[src/hw/adcc_defs.svh]
// register map, field positions, reset values and conversion lengths of the converter control
`ifndef ADCC_DEFS_SVH
`define ADCC_DEFS_SVH

`define ADCC_ADDR_CTRL 8'h06
`define ADCC_ADDR_MUX 8'h07

`define ADCC_CTRL_RESET 8'h00
`define ADCC_MUX_RESET 8'h00

`define ADCC_CTRL_EN 7
`define ADCC_CTRL_START 6
`define ADCC_CTRL_AUTO 5
`define ADCC_CTRL_FLAG 4
`define ADCC_CTRL_IE 3
`define ADCC_CTRL_PS_HI 2
`define ADCC_CTRL_PS_LO 0

`define ADCC_MUX_REF1 7
`define ADCC_MUX_REF0 6
`define ADCC_MUX_ADJ 5
`define ADCC_MUX_REF2 4
`define ADCC_MUX_CH_HI 3
`define ADCC_MUX_CH_LO 0

`define ADCC_CONV_LONG 5'd25
`define ADCC_CONV_SHORT 5'd13

`define ADCC_CH_DIFF_FIRST 4'h4
`define ADCC_CH_DIFF_LAST 4'hb
`define ADCC_CH_BANDGAP 4'hc
`define ADCC_CH_GROUND 4'hd
`define ADCC_CH_TEMP 4'hf

`endif

[src/hw/adcc_pkg.sv]
// types shared by the converter control modules
package adcc_pkg;
    typedef enum logic [2:0] {
        ADCC_REF_SUPPLY = 3'b000,
        ADCC_REF_EXTERNAL = 3'b001,
        ADCC_REF_INT_1V1 = 3'b010,
        ADCC_REF_RESERVED = 3'b011,
        ADCC_REF_INT_2V56 = 3'b110,
        ADCC_REF_INT_2V56_BYP = 3'b111
    } adcc_ref_e;

    typedef enum logic {
        ADCC_SEQ_IDLE = 1'b0,
        ADCC_SEQ_CONV = 1'b1
    } adcc_seq_e;
endpackage : adcc_pkg

[src/hw/adcc_conv_if.sv]
// signals between register logic, converter clock prescaler and conversion sequencer
interface adcc_conv_if;
    logic powered;
    logic [2:0] prescale;
    logic tick;
    logic launch;
    logic long_conv;
    logic busy;
    logic done;

    modport ctrl (output powered, output prescale, output launch, output long_conv, input busy, input done);
    modport clkgen (input powered, input prescale, output tick);
    modport seq (input powered, input tick, input launch, input long_conv, output busy, output done);
endinterface : adcc_conv_if

[src/hw/adcc_top.sv]
// converter mux and conversion control: registers, reference/channel latching, triggers, completion flag
//
// Functional notes
// - channel code 1111 routes and enables the temperature sensor single-ended
// - reference bits select supply, external pin, 1.1V, reserved or 2.56V options
// - reference written mid-conversion takes effect only after completion
// - conversion after any reference change lasts 25 converter clocks
// - left-adjust changes presented result immediately, even mid-conversion
// - codes 0-3 single-ended, 4-11 differential (odd codes with gain), 12 bandgap, 13 ground
// - codes 0100, 0101, 1000, 1001 give offset measurement
// - channel written mid-conversion takes effect only after completion
// - enable powers converter; clearing it aborts a running conversion
// - start bit begins single conversion or first conversion of free run
// - first conversion after enabling takes 25 converter clocks, later ones 13 unless the reference changed
// - start bit reads one while converting; writing zero does nothing
// - auto-trigger starts a conversion on a rising trigger edge; an edge while converting is dropped
// - completion flag sets when conversion ends and result is loaded
// - flag clears on interrupt vector acknowledge or software write of one
// - interrupt requested only with flag, local enable and global enable
// - prescaler divides system clock by 2 to 128
// - trigger on rising source flag; selecting free run triggers nothing
// - left adjust puts result in upper bits, else right adjusted
//
// Decided for this implementation: the plain strobed port.
`include "adcc_defs.svh"

module adcc_top (
    input wire logic clk,
    input wire logic rst,
    input wire logic [7:0] addr,
    input wire logic [7:0] wdata,
    input wire logic wr,
    input wire logic rd,
    output logic [7:0] rdata,
    input wire logic [9:0] sample_in,
    input wire logic trigger_flag,
    input wire logic trigger_free_run,
    input wire logic global_irq_enable,
    input wire logic irq_vector_ack,
    output logic [7:0] result_high,
    output logic [7:0] result_low,
    output logic irq,
    output logic conv_power,
    output adcc_pkg::adcc_ref_e vref_src,
    output logic ext_ref_pin_en,
    output logic [3:0] analog_channel,
    output logic analog_diff,
    output logic analog_gain20,
    output logic offset_cal,
    output logic temp_sensor_en,
    output logic bandgap_sel,
    output logic ground_sel
);
    import adcc_pkg::*;

    adcc_conv_if conv ();

    adcc_prescaler u_prescaler (
        .clk(clk),
        .rst(rst),
        .conv(conv.clkgen)
    );

    adcc_sequencer u_sequencer (
        .clk(clk),
        .rst(rst),
        .conv(conv.seq)
    );

    logic en_q, start_q, auto_q, flag_q, ie_q;
    logic [2:0] ps_q;
    logic [2:0] ref_q;
    logic adj_q;
    logic [3:0] chan_q;
    logic [2:0] act_ref_q;
    logic [3:0] act_chan_q;
    logic init_pend_q, ref_pend_q, trig_prev_q;
    logic [9:0] raw_q;
    logic [7:0] res_hi_q, res_lo_q, rdata_q;
    logic irq_q, power_q, ext_pin_q, diff_q, gain_q, offs_q, temp_q, bg_q, gnd_q;
    adcc_ref_e vref_q;

    logic wr_ctrl, wr_mux, en_d, enabling, trig_rise, free_again, req, launch, hold, adj_d;
    logic [2:0] new_ref, act_ref_d;
    logic [3:0] act_chan_d;
    logic [9:0] raw_d;
    logic [15:0] aligned;

    assign wr_ctrl = wr && (addr == `ADCC_ADDR_CTRL);
    assign wr_mux = wr && (addr == `ADCC_ADDR_MUX);
    assign new_ref = {wdata[`ADCC_MUX_REF2], wdata[`ADCC_MUX_REF1], wdata[`ADCC_MUX_REF0]};
    assign en_d = wr_ctrl ? wdata[`ADCC_CTRL_EN] : en_q;
    assign enabling = wr_ctrl && wdata[`ADCC_CTRL_EN] && !en_q;
    // free run has no edge path
    assign trig_rise = auto_q && !trigger_free_run && trigger_flag && !trig_prev_q;
    assign free_again = auto_q && trigger_free_run && conv.done;
    assign req = (wr_ctrl && wdata[`ADCC_CTRL_START]) || trig_rise || free_again;
    // a trigger while busy is dropped, not queued
    assign launch = en_d && req && (!start_q || conv.done);
    assign hold = start_q && !conv.done;
    assign act_ref_d = hold ? act_ref_q : ref_q;
    assign act_chan_d = hold ? act_chan_q : chan_q;
    assign adj_d = wr_mux ? wdata[`ADCC_MUX_ADJ] : adj_q;
    assign raw_d = conv.done ? sample_in : raw_q;

    assign conv.powered = en_d;
    assign conv.prescale = ps_q;
    assign conv.launch = launch;
    assign conv.long_conv = init_pend_q || enabling || ref_pend_q;

    function automatic adcc_ref_e ref_decode(input logic [2:0] code);
        // upper bit ignored for low pairs 00 and 01
        if (code[1:0] == 2'b00) begin
            ref_decode = ADCC_REF_SUPPLY;
        end else if (code[1:0] == 2'b01) begin
            ref_decode = ADCC_REF_EXTERNAL;
        end else begin
            ref_decode = adcc_ref_e'(code);
        end
    endfunction : ref_decode

    always_comb begin
        if (adj_d) begin
            aligned = {raw_d, 6'h00};
        end else begin
            aligned = {6'h00, raw_d};
        end
    end

    always_ff @(posedge clk or posedge rst) begin
        if (rst) begin
            en_q <= 1'b0;
            auto_q <= 1'b0;
            ie_q <= 1'b0;
            ps_q <= 3'h0;
        end else if (wr_ctrl) begin
            en_q <= wdata[`ADCC_CTRL_EN];
            auto_q <= wdata[`ADCC_CTRL_AUTO];
            ie_q <= wdata[`ADCC_CTRL_IE];
            ps_q <= wdata[`ADCC_CTRL_PS_HI:`ADCC_CTRL_PS_LO];
        end
    end

    always_ff @(posedge clk or posedge rst) begin
        if (rst) begin
            ref_q <= 3'h0;
            adj_q <= 1'b0;
            chan_q <= 4'h0;
        end else if (wr_mux) begin
            ref_q <= new_ref;
            adj_q <= wdata[`ADCC_MUX_ADJ];
            chan_q <= wdata[`ADCC_MUX_CH_HI:`ADCC_MUX_CH_LO];
        end
    end

    // start clears with the result load
    always_ff @(posedge clk or posedge rst) begin
        if (rst) begin
            start_q <= 1'b0;
        end else if (!en_d) begin
            start_q <= 1'b0;
        end else if (launch) begin
            start_q <= 1'b1;
        end else if (conv.done) begin
            start_q <= 1'b0;
        end
    end

    // cleared by ack or write of one; set wins
    always_ff @(posedge clk or posedge rst) begin
        if (rst) begin
            flag_q <= 1'b0;
        end else if (conv.done) begin
            flag_q <= 1'b1;
        end else if ((wr_ctrl && wdata[`ADCC_CTRL_FLAG]) || irq_vector_ack) begin
            flag_q <= 1'b0;
        end
    end

    // reference change marked for the next conversion; marking wins over consumption
    always_ff @(posedge clk or posedge rst) begin
        if (rst) begin
            ref_pend_q <= 1'b0;
            init_pend_q <= 1'b0;
        end else begin
            if (wr_mux && (new_ref != ref_q)) begin
                ref_pend_q <= 1'b1;
            end else if (launch) begin
                ref_pend_q <= 1'b0;
            end
            if (!en_d || launch) begin
                init_pend_q <= 1'b0;
            end else if (enabling) begin
                init_pend_q <= 1'b1;
            end
        end
    end

    // trigger history kept even in free run so returning to a source sees no stale edge
    always_ff @(posedge clk or posedge rst) begin
        if (rst) begin
            trig_prev_q <= 1'b0;
        end else begin
            trig_prev_q <= trigger_flag;
        end
    end

    always_ff @(posedge clk or posedge rst) begin
        if (rst) begin
            raw_q <= 10'h000;
            res_hi_q <= 8'h00;
            res_lo_q <= 8'h00;
        end else begin
            raw_q <= raw_d;
            res_hi_q <= aligned[15:8];
            res_lo_q <= aligned[7:0];
        end
    end

    // analog routing from the selections in force
    always_ff @(posedge clk or posedge rst) begin
        if (rst) begin
            act_ref_q <= 3'h0;
            act_chan_q <= 4'h0;
            vref_q <= ADCC_REF_SUPPLY;
            ext_pin_q <= 1'b0;
            diff_q <= 1'b0;
            gain_q <= 1'b0;
            offs_q <= 1'b0;
            temp_q <= 1'b0;
            bg_q <= 1'b0;
            gnd_q <= 1'b0;
            power_q <= 1'b0;
        end else begin
            act_ref_q <= act_ref_d;
            act_chan_q <= act_chan_d;
            power_q <= en_d;
            vref_q <= ref_decode(act_ref_d);
            ext_pin_q <= (act_ref_d[1:0] == 2'b01) || (act_ref_d == 3'b111);
            diff_q <= (act_chan_d >= `ADCC_CH_DIFF_FIRST) && (act_chan_d <= `ADCC_CH_DIFF_LAST);
            gain_q <= (act_chan_d >= `ADCC_CH_DIFF_FIRST) && (act_chan_d <= `ADCC_CH_DIFF_LAST) && act_chan_d[0];
            offs_q <= (act_chan_d[3:1] == 3'b010) || (act_chan_d[3:1] == 3'b100);
            temp_q <= (act_chan_d == `ADCC_CH_TEMP);
            bg_q <= (act_chan_d == `ADCC_CH_BANDGAP);
            gnd_q <= (act_chan_d == `ADCC_CH_GROUND);
        end
    end

    always_ff @(posedge clk or posedge rst) begin
        if (rst) begin
            irq_q <= 1'b0;
        end else begin
            irq_q <= flag_q && ie_q && global_irq_enable;
        end
    end

    // unmapped reads and idle cycles return zero
    always_ff @(posedge clk or posedge rst) begin
        if (rst) begin
            rdata_q <= 8'h00;
        end else if (rd && (addr == `ADCC_ADDR_CTRL)) begin
            rdata_q <= {en_q, start_q, auto_q, flag_q, ie_q, ps_q};
        end else if (rd && (addr == `ADCC_ADDR_MUX)) begin
            rdata_q <= {ref_q[1], ref_q[0], adj_q, ref_q[2], chan_q};
        end else begin
            rdata_q <= 8'h00;
        end
    end

    assign rdata = rdata_q;
    assign result_high = res_hi_q;
    assign result_low = res_lo_q;
    assign irq = irq_q;
    assign conv_power = power_q;
    assign vref_src = vref_q;
    assign ext_ref_pin_en = ext_pin_q;
    assign analog_channel = act_chan_q;
    assign analog_diff = diff_q;
    assign analog_gain20 = gain_q;
    assign offset_cal = offs_q;
    assign temp_sensor_en = temp_q;
    assign bandgap_sel = bg_q;
    assign ground_sel = gnd_q;
endmodule : adcc_top

[src/hw/adcc_prescaler.sv]
// converter clock prescaler: one-cycle tick every 2..128 system clocks
module adcc_prescaler (
    input wire logic clk,
    input wire logic rst,
    adcc_conv_if.clkgen conv
);
    import adcc_pkg::*;

    logic [6:0] div_cnt_q;
    logic [6:0] div_last;
    logic tick_q;

    always_comb begin
        if (conv.prescale == 3'h0) begin
            div_last = 7'h01;
        end else begin
            div_last = 7'((8'h01 << conv.prescale) - 8'h01);
        end
    end

    // >= rather than == so a smaller code written mid-count cannot overrun
    always_ff @(posedge clk or posedge rst) begin
        if (rst) begin
            div_cnt_q <= 7'h00;
            tick_q <= 1'b0;
        end else if (!conv.powered) begin
            div_cnt_q <= 7'h00;
            tick_q <= 1'b0;
        end else if (div_cnt_q >= div_last) begin
            div_cnt_q <= 7'h00;
            tick_q <= 1'b1;
        end else begin
            div_cnt_q <= div_cnt_q + 7'h01;
            tick_q <= 1'b0;
        end
    end

    assign conv.tick = tick_q;
endmodule : adcc_prescaler

[src/hw/adcc_sequencer.sv]
// conversion sequencer: counts converter clock ticks, pulses done at the end
`include "adcc_defs.svh"

module adcc_sequencer (
    input wire logic clk,
    input wire logic rst,
    adcc_conv_if.seq conv
);
    import adcc_pkg::*;

    adcc_seq_e state_q;
    logic [4:0] cnt_q;
    logic [4:0] len_q;
    logic done_q;

    always_ff @(posedge clk or posedge rst) begin
        if (rst) begin
            state_q <= ADCC_SEQ_IDLE;
            cnt_q <= 5'h00;
            len_q <= `ADCC_CONV_SHORT;
            done_q <= 1'b0;
        end else begin
            done_q <= 1'b0;
            if (!conv.powered) begin
                state_q <= ADCC_SEQ_IDLE;
                cnt_q <= 5'h00;
            end else if (conv.launch) begin
                state_q <= ADCC_SEQ_CONV;
                cnt_q <= 5'h00;
                len_q <= conv.long_conv ? `ADCC_CONV_LONG : `ADCC_CONV_SHORT;
            end else begin
                unique case (state_q)
                    ADCC_SEQ_IDLE: begin
                        cnt_q <= 5'h00;
                    end
                    ADCC_SEQ_CONV: begin
                        if (conv.tick) begin
                            if (cnt_q == len_q - 5'h01) begin
                                state_q <= ADCC_SEQ_IDLE;
                                done_q <= 1'b1;
                            end else begin
                                cnt_q <= cnt_q + 5'h01;
                            end
                        end
                    end
                endcase
            end
        end
    end

    assign conv.busy = (state_q == ADCC_SEQ_CONV);
    assign conv.done = done_q;
endmodule : adcc_sequencer

[config.mk]
export PLATFORM = sky130hd
export DESIGN_NAME = adcc_top
export DESIGN_NICKNAME = d
export VERILOG_FILES = /design/src/hw/adcc_pkg.sv /design/src/hw/adcc_conv_if.sv /design/src/hw/adcc_top.sv /design/src/hw/adcc_prescaler.sv /design/src/hw/adcc_sequencer.sv
export VERILOG_INCLUDE_DIRS = /design/src /design/src/hw
export SDC_FILE = /design/constraint.sdc
export NUM_CORES = 1
export LEC_CHECK = 0
export BUFFER_PORTS_ARGS = -buffer_cell sky130_fd_sc_hd__buf_2
export CAP_MARGIN = 10
export CORE_MARGIN = 2
export CORE_UTILIZATION = 38
export CTS_CLUSTER_DIAMETER = 120
export DETAILED_ROUTE_END_ITERATION = 8
export PLACE_DENSITY_LB_ADDON = 0.1
export SYNTH_ARGS = -nofsm -noshare
export SYNTH_HDL_FRONTEND = slang
export SYNTH_SLANG_ARGS = --single-unit
[constraint.sdc]
create_clock -name clk -period 3.2 [get_ports clk]
set_input_delay 0.48 -clock clk [delete_from_list [all_inputs] [get_ports clk]]
set_output_delay 0.48 -clock clk [all_outputs]
set_load 0.02 [all_outputs]
==> results of run 1 <==
-- sequential cells by signal, summed over array words and instances (netlist names), 2 cells and up --
| register | flops |
|---|---|
| raw_q | 10 |
| rdata | 8 |
| result_high | 8 |
| result_low | 8 |
| u_prescaler.div_cnt_q | 7 |
| u_sequencer.cnt_q | 5 |
| analog_channel | 4 |
| chan_q | 4 |
| conv.prescale | 3 |
| ref_q | 3 |
| vref_src | 3 |
| u_sequencer.len_q | 2 |
-- area by class of cell --
class,count,area [sq um]
well taps,111,139
repair buffers,75,393
multi-input cells,177,1280
flip-flops and latches,86,2150
clock inverters,7,56.3
clock buffers,9,124
fillers,896,4960
inverters,22,83.8
-- Yosys cell counts (2+ instances only) --
cell	instances	share of area (%)
a21boi_0	2	0.42
a21o_1	3	0.63
a21oi_1	4	0.56
a221o_1	2	0.56
a22o_1	8	2.0
and2_1	7	1.2
and3_1	9	1.6
buf_4	3	0.63
buf_6	2	0.63
dfrtp_1	85	59
ha_1	10	3.5
inv_1	21	2.2
mux2_2	13	4.1
mux2i_1	16	4.5
nand2_1	24	2.5
nand2b_1	2	0.35
nand3_1	4	0.56
nand4_1	2	0.35
nor2_1	29	3.0
nor2b_1	6	1.0
nor3_1	3	0.42
o21ai_0	4	0.56
o32ai_1	2	0.49
xnor2_1	9	2.2
xor2_1	6	1.5
-- power by group through the flow --
stage / combinational [uW] / sequential (uW) / clock, uW
floorplan: 59.8 / 1150 / 0
global placement: 117 / 1140 / 0
detailed placement: 118 / 1140 / 0
CTS: 118 / 1120 / 733
global route: 130 / 1120 / 776
finish: 114 / 1120 / 706
-- path summary, 6_finish.rpt --
check,start,end,cells after the start
setup / recovery,u_sequencer.conv.done$_DFF_PP0_,u_sequencer.len_q[4]$_DFFE_PP0P_,5
hold / removal,rst,raw_q[2]$_DFF_PP0_,2
setup reg to reg,u_sequencer.conv.done$_DFF_PP0_,u_sequencer.len_q[4]$_DFFE_PP0P_,5
hold reg to reg,u_prescaler.div_cnt_q[0]$_DFF_PP0_,u_prescaler.div_cnt_q[0]$_DFF_PP0_,1
max in group asynchronous,rst,u_sequencer.len_q[2]$_DFFE_PP1P_,3
min in group clk,trigger_flag,trig_prev_q$_DFF_PP0_,1
-- logic make-up after synthesis --
group           Yosys count
simple gates             89
flops                    86
compound gates           32
mux                      31
buf+inv                  30
xor+xnor                 15
fa+ha+maj                10
-- worst reg2reg max path, stage by stage (launching register included) --
cell and delay [ns]:
dfrtp_1 0.68, nor2b_1 0.30, nor3_1 0.09, a21boi_0 0.54, nor3_1 0.14, a222oi_1 0.35
-- routing by layer --
layer / track usage, % / vias up
met5: 0 / -
met3: 3.47 / 12
li1: - / 1144
met4: 7.38 / 0
met1: 20.6 / 1162
met2: 22.8 / 46
-- stage by stage --
stage / utilization [%] / cells
after floorplan: - / 293
after global placement: 44.1 / 471
after detailed placement: 44.1 / 471
after CTS: 46.0 / 487
after global routing: 46.0 / 487
final: 46.0 / 487
==> impl_metrics.toml, run 1 <==
[logic_synthesis]
netlist_area_sq_um = 3580
synthXorXnorAreaFrac_pct = 3.67
synth.distinct_cells = 42
syn_nets = 337
syn_inst = 293
synth_top_family_by_area = "simple AND/OR/NAND/NOR gates"
synthAdderAreaFrac_pct = 3.50
synth_simple_gate_area_share_pct = 12.2
ys_seq_area_share_pct = 60.2
yosys_register_bits = 86
avgSynthCellArea_sq_um = 12.2
yosys-mux-area-fraction_pct = 9.59
synth_edf_count = 0
ys_warn_count = 0
synth-async-reset-ratio_pct = 100
synth_flop_cell = "dfrtp_1"
synth-compound-area-share_pct = 6.89

[flow_run]
drv_cap = 0

[outcome]
status = "finished clean"

[sta]
skew_ns = 0.00865
rsz0062_at_grt = "no"
setup_ws_ns = 1.01
maxSlewViolCount = 0
period_minus_slack_ns = 2.19
tns_ns = 0
tightest_slew_ns = 0.781
finalSetupViolCount = 0
clock.fmax_mhz = 456
fin_crit_sh_pct = 68.5
whs_ns = 0.207
hold_viol = 0
timing.slew.headroom_pct = 47.9

[power]
vdd_drop_max_mv = 0.215
clkPwrFrac_pct = 36.4
power_uw = 1940
switching_share_pct = 25.9
pwr-share-comb_pct = 5.9
power.net_switching_uw = 503
intPower_uw = 1440
powerDensity_nw_per_um2 = 459
leakage_uw = 0.00232
seqPwrFrac_pct = 57.7

[worst_setup_path]
worstPathArrival_ns = 2.45
crit_type = "reg2reg"
critPathBufInv = 0
crit_top_cell = "nor3_1"
startpoint_type = "flip-flop"
cp_max_fo = 14
slowest_stage = "dfrtp_1"
path_cells = "nor2b_1 > nor3_1 > a21boi_0 > nor3_1 > a222oi_1"
cp_top_family = "compound AO/OA/AOI/OAI gates"
cpPeakStageDelay_ns = 0.68
crit_path_end_kind = "flip-flop"
r2r_slack_ns = 1.01
required_ns = 3.45

[final_layout]
layout-drive-gt1-share_pct = 30.3
area_delta_synth_final_pct = 18.3
final_common_cell = "dfrtp_1"
insertedDiodeCount = 0
final_cell_mix = "85 x dfrtp_1, 73 x buf_2, 29 x nor2_1"
fin_area_sq_um = 4230
final_net_count = 415

[floorplanning]
die_h_microns = 101
die_x_microns = 101
std_cell_rows = 35
core_sq_um = 9200
ios = 74
die-area_sq_um = 10200
start_util_pct = 38.9

[detailed_routing]
first_pass_iters = 4
wl_met1_mm = 3.31
num_vias = 2364
totalWireLength_mm = 7.21
ant_nets = 0
drc = 0
met3WireLength_microns = 324
wl_met2_mm = 3.42
first_iter_violations = 97
top_layer = "met4"
routedWlPerCell_microns = 14.8
drt-vias-per-instance = 4.85

[cts]
clock-root-buffer = "clkbuf_8"
cts_buffers = 9
cts_buffer_depth = 2
clkTransAtPathRegs_ns = 0.09
post_cts_buffers = 0
cts_resized = 0
cts_hold_buffers = 0
htreeDepth = 3
cts_tree = "done"
clk_latency_ns = 0.36
cts.sinks = 86

[place]
dp_hpwl_mm = 5.21
routabilityCongestion = 0.752
port_buffers = 73
dpl_cell_area_sq_um = 4050
dpl_worst_slack_ns = 0.863

[grt]
overflow = 0
antenna_found_initial = 0
grt_use_total_pct = 15.1
grt_start_max_net_pins = 46
grt_first_pass_wirelength_mm = 11.7
grt_pass1_vias = 2371

[worst_hold_path]
hold_class = "in2async"
Note: power is estimated with default switching activity, not from simulation.
==> inputs of run 2 (changes only) <==
clock period = 2 ns   (was 3.2 ns; I/O delays follow)
==> impl_metrics.toml, run 2 (same netlist as run 1, synthesis figures left out) <==
[floorplanning]
die_x_microns = 101
core_sq_um = 9200
ios = 74
std_cell_rows = 35
die-area_sq_um = 10200
die_h_microns = 101
start_util_pct = 38.9

[power]
powerDensity_nw_per_um2 = 773
vdd_drop_max_mv = 0.289
leakage_uw = 0.00239
power_uw = 3380

[final_layout]
largest_register = "raw_q"
layout-drive-gt1-share_pct = 32.9
insertedDiodeCount = 0
final_common_cell = "dfrtp_1"
final_cell_mix = "84 x dfrtp_1, 73 x buf_2, 29 x nor2_1"
area_delta_synth_final_pct = 22.1
largest_reg_flops = 10
fin_cells = 497
final_net_count = 425

[sta]
rsz0062_at_grt = "no"
hold_viol = 0
whs_ns = 0.0433
clock.fmax_mhz = 543
tightest_slew_ns = 0.612
fin_crit_sh_pct = 92.0
timing.slew.headroom_pct = 58.8
period_minus_slack_ns = 1.84
skew_ns = 0.0105
setup_ws_ns = 0.160
maxSlewViolCount = 0
finalSetupViolCount = 0
tns_ns = 0

[detailed_routing]
first_pass_iters = 4
num_vias = 2355
routedWlPerCell_microns = 14.5
ant_nets = 0
drt-vias-per-instance = 4.74
drc = 0
totalWireLength_mm = 7.23
first_iter_violations = 76

[grt]
grt_start_max_net_pins = 87
grt_pass1_vias = 2421
overflow = 0
antenna_found_initial = 0
grt_use_total_pct = 15.7
grt_first_pass_wirelength_mm = 12.3

[cts]
clk_latency_ns = 0.35
cts_buffer_depth = 2
cts_buffers = 9
htreeDepth = 3
cts_tree = "done"
clock-root-buffer = "clkbuf_8"
clkTransAtPathRegs_ns = 0.10
cts.sinks = 86
cts_hold_buffers = 0

[worst_setup_path]
cp_top_family = "compound AO/OA/AOI/OAI gates"
path_cells = "o221ai_1 > a21boi_0 > nor3_1 > a222oi_1"
slowest_stage = "a21boi_0"
cp_num_cells = 4
required_ns = 2.24
cp_max_fo = 6
startpoint_type = "flip-flop"
reg2regPathDepth = 4
crit_type = "reg2reg"
crit_path_end_kind = "flip-flop"
critPathBufInv = 0
cpPeakStageDelay_ns = 0.55
worstPathArrival_ns = 2.08

[place]
dpl_worst_slack_ns = 0.0815
routabilityCongestion = 0.727
dp_cells = 481
dp_hpwl_mm = 5.13
port_buffers = 73

[outcome]
status = "finished clean"

[worst_hold_path]
hold_class = "in2async"

[flow_run]
drv_cap = 0
==> run 2: final cells by class <==
| class | count | area [sq um] |
|---|---|---|
| timing repair buffer | 85 | 468 |
| inverter | 22 | 86.3 |
| clock buffer | 9 | 124 |
| clock inverter | 7 | 104 |
| multi-input combinational | 177 | 1290 |
| tap | 111 | 139 |
| sequential | 86 | 2150 |
| fill | 877 | 4830 |
==> run 2: metal layers <==
| metal | part of all wire (%) | routed length [microns] | vias up | track usage, % |
|---|---|---|---|---|
| li1 | - | - | 1163 | - |
| met1 | 48 | 3450 | 1141 | 22.1 |
| met2 | 47 | 3370 | 42 | 23.1 |
| met3 | 4.2 | 306 | 9 | 3.61 |
| met4 | 1.4 | 99 | 0 | 6.86 |
| met5 | 0 | 0 | - | 0 |
==> run 2: per-stage QoR <==
step / area (sq um) / utilization, %
4_1_cts: 4360 / 47.4
2_1_floorplan: 3580 / -
6_report: 4370 / 47.5
3_5_place_dp: 4130 / 44.9
5_1_grt: 4370 / 47.5
3_3_place_gp: 4130 / 44.9
==> run 2: path summary, 6_finish.rpt <==
| path | from | endpoint | slack [ns] |
|---|---|---|---|
| max in group asynchronous | rst | u_sequencer.len_q[2]$_DFFE_PP1P_ | 1.56 |
| max | u_sequencer.conv.done$_DFF_PP0_ | u_sequencer.len_q[4]$_DFFE_PP0P_ | 0.16 |
| min | rst | analog_gain20$_DFF_PP0_ | 0.04 |
| min in group clk | trigger_flag | trig_prev_q$_DFF_PP0_ | 0.06 |
| min reg2reg | u_prescaler.div_cnt_q[0]$_DFF_PP0_ | u_prescaler.div_cnt_q[0]$_DFF_PP0_ | 0.50 |
| max reg2reg | u_sequencer.conv.done$_DFF_PP0_ | u_sequencer.len_q[4]$_DFFE_PP0P_ | 0.16 |
==> run 2: worst reg2reg max path, stage by stage (launching register included) <==
cell and delay, ns:
dfrtp_1 0.45, o221ai_1 0.24, a21boi_0 0.55, nor3_1 0.13, a222oi_1 0.37
==> run 2: repair_timing <==
item,in CTS,in global routing
setup buffers,0,0
endpoints found under the setup margin,0,7
gates resized for setup,0,4
==> run 2: where the power goes <==
group	switching, uW	leakage [uW]	total [uW]	internal [uW]
Clock	671	0.000108	1390	721
Combinational	116	0.00110	193	76.6
Sequential	23.6	0.00119	1790	1770
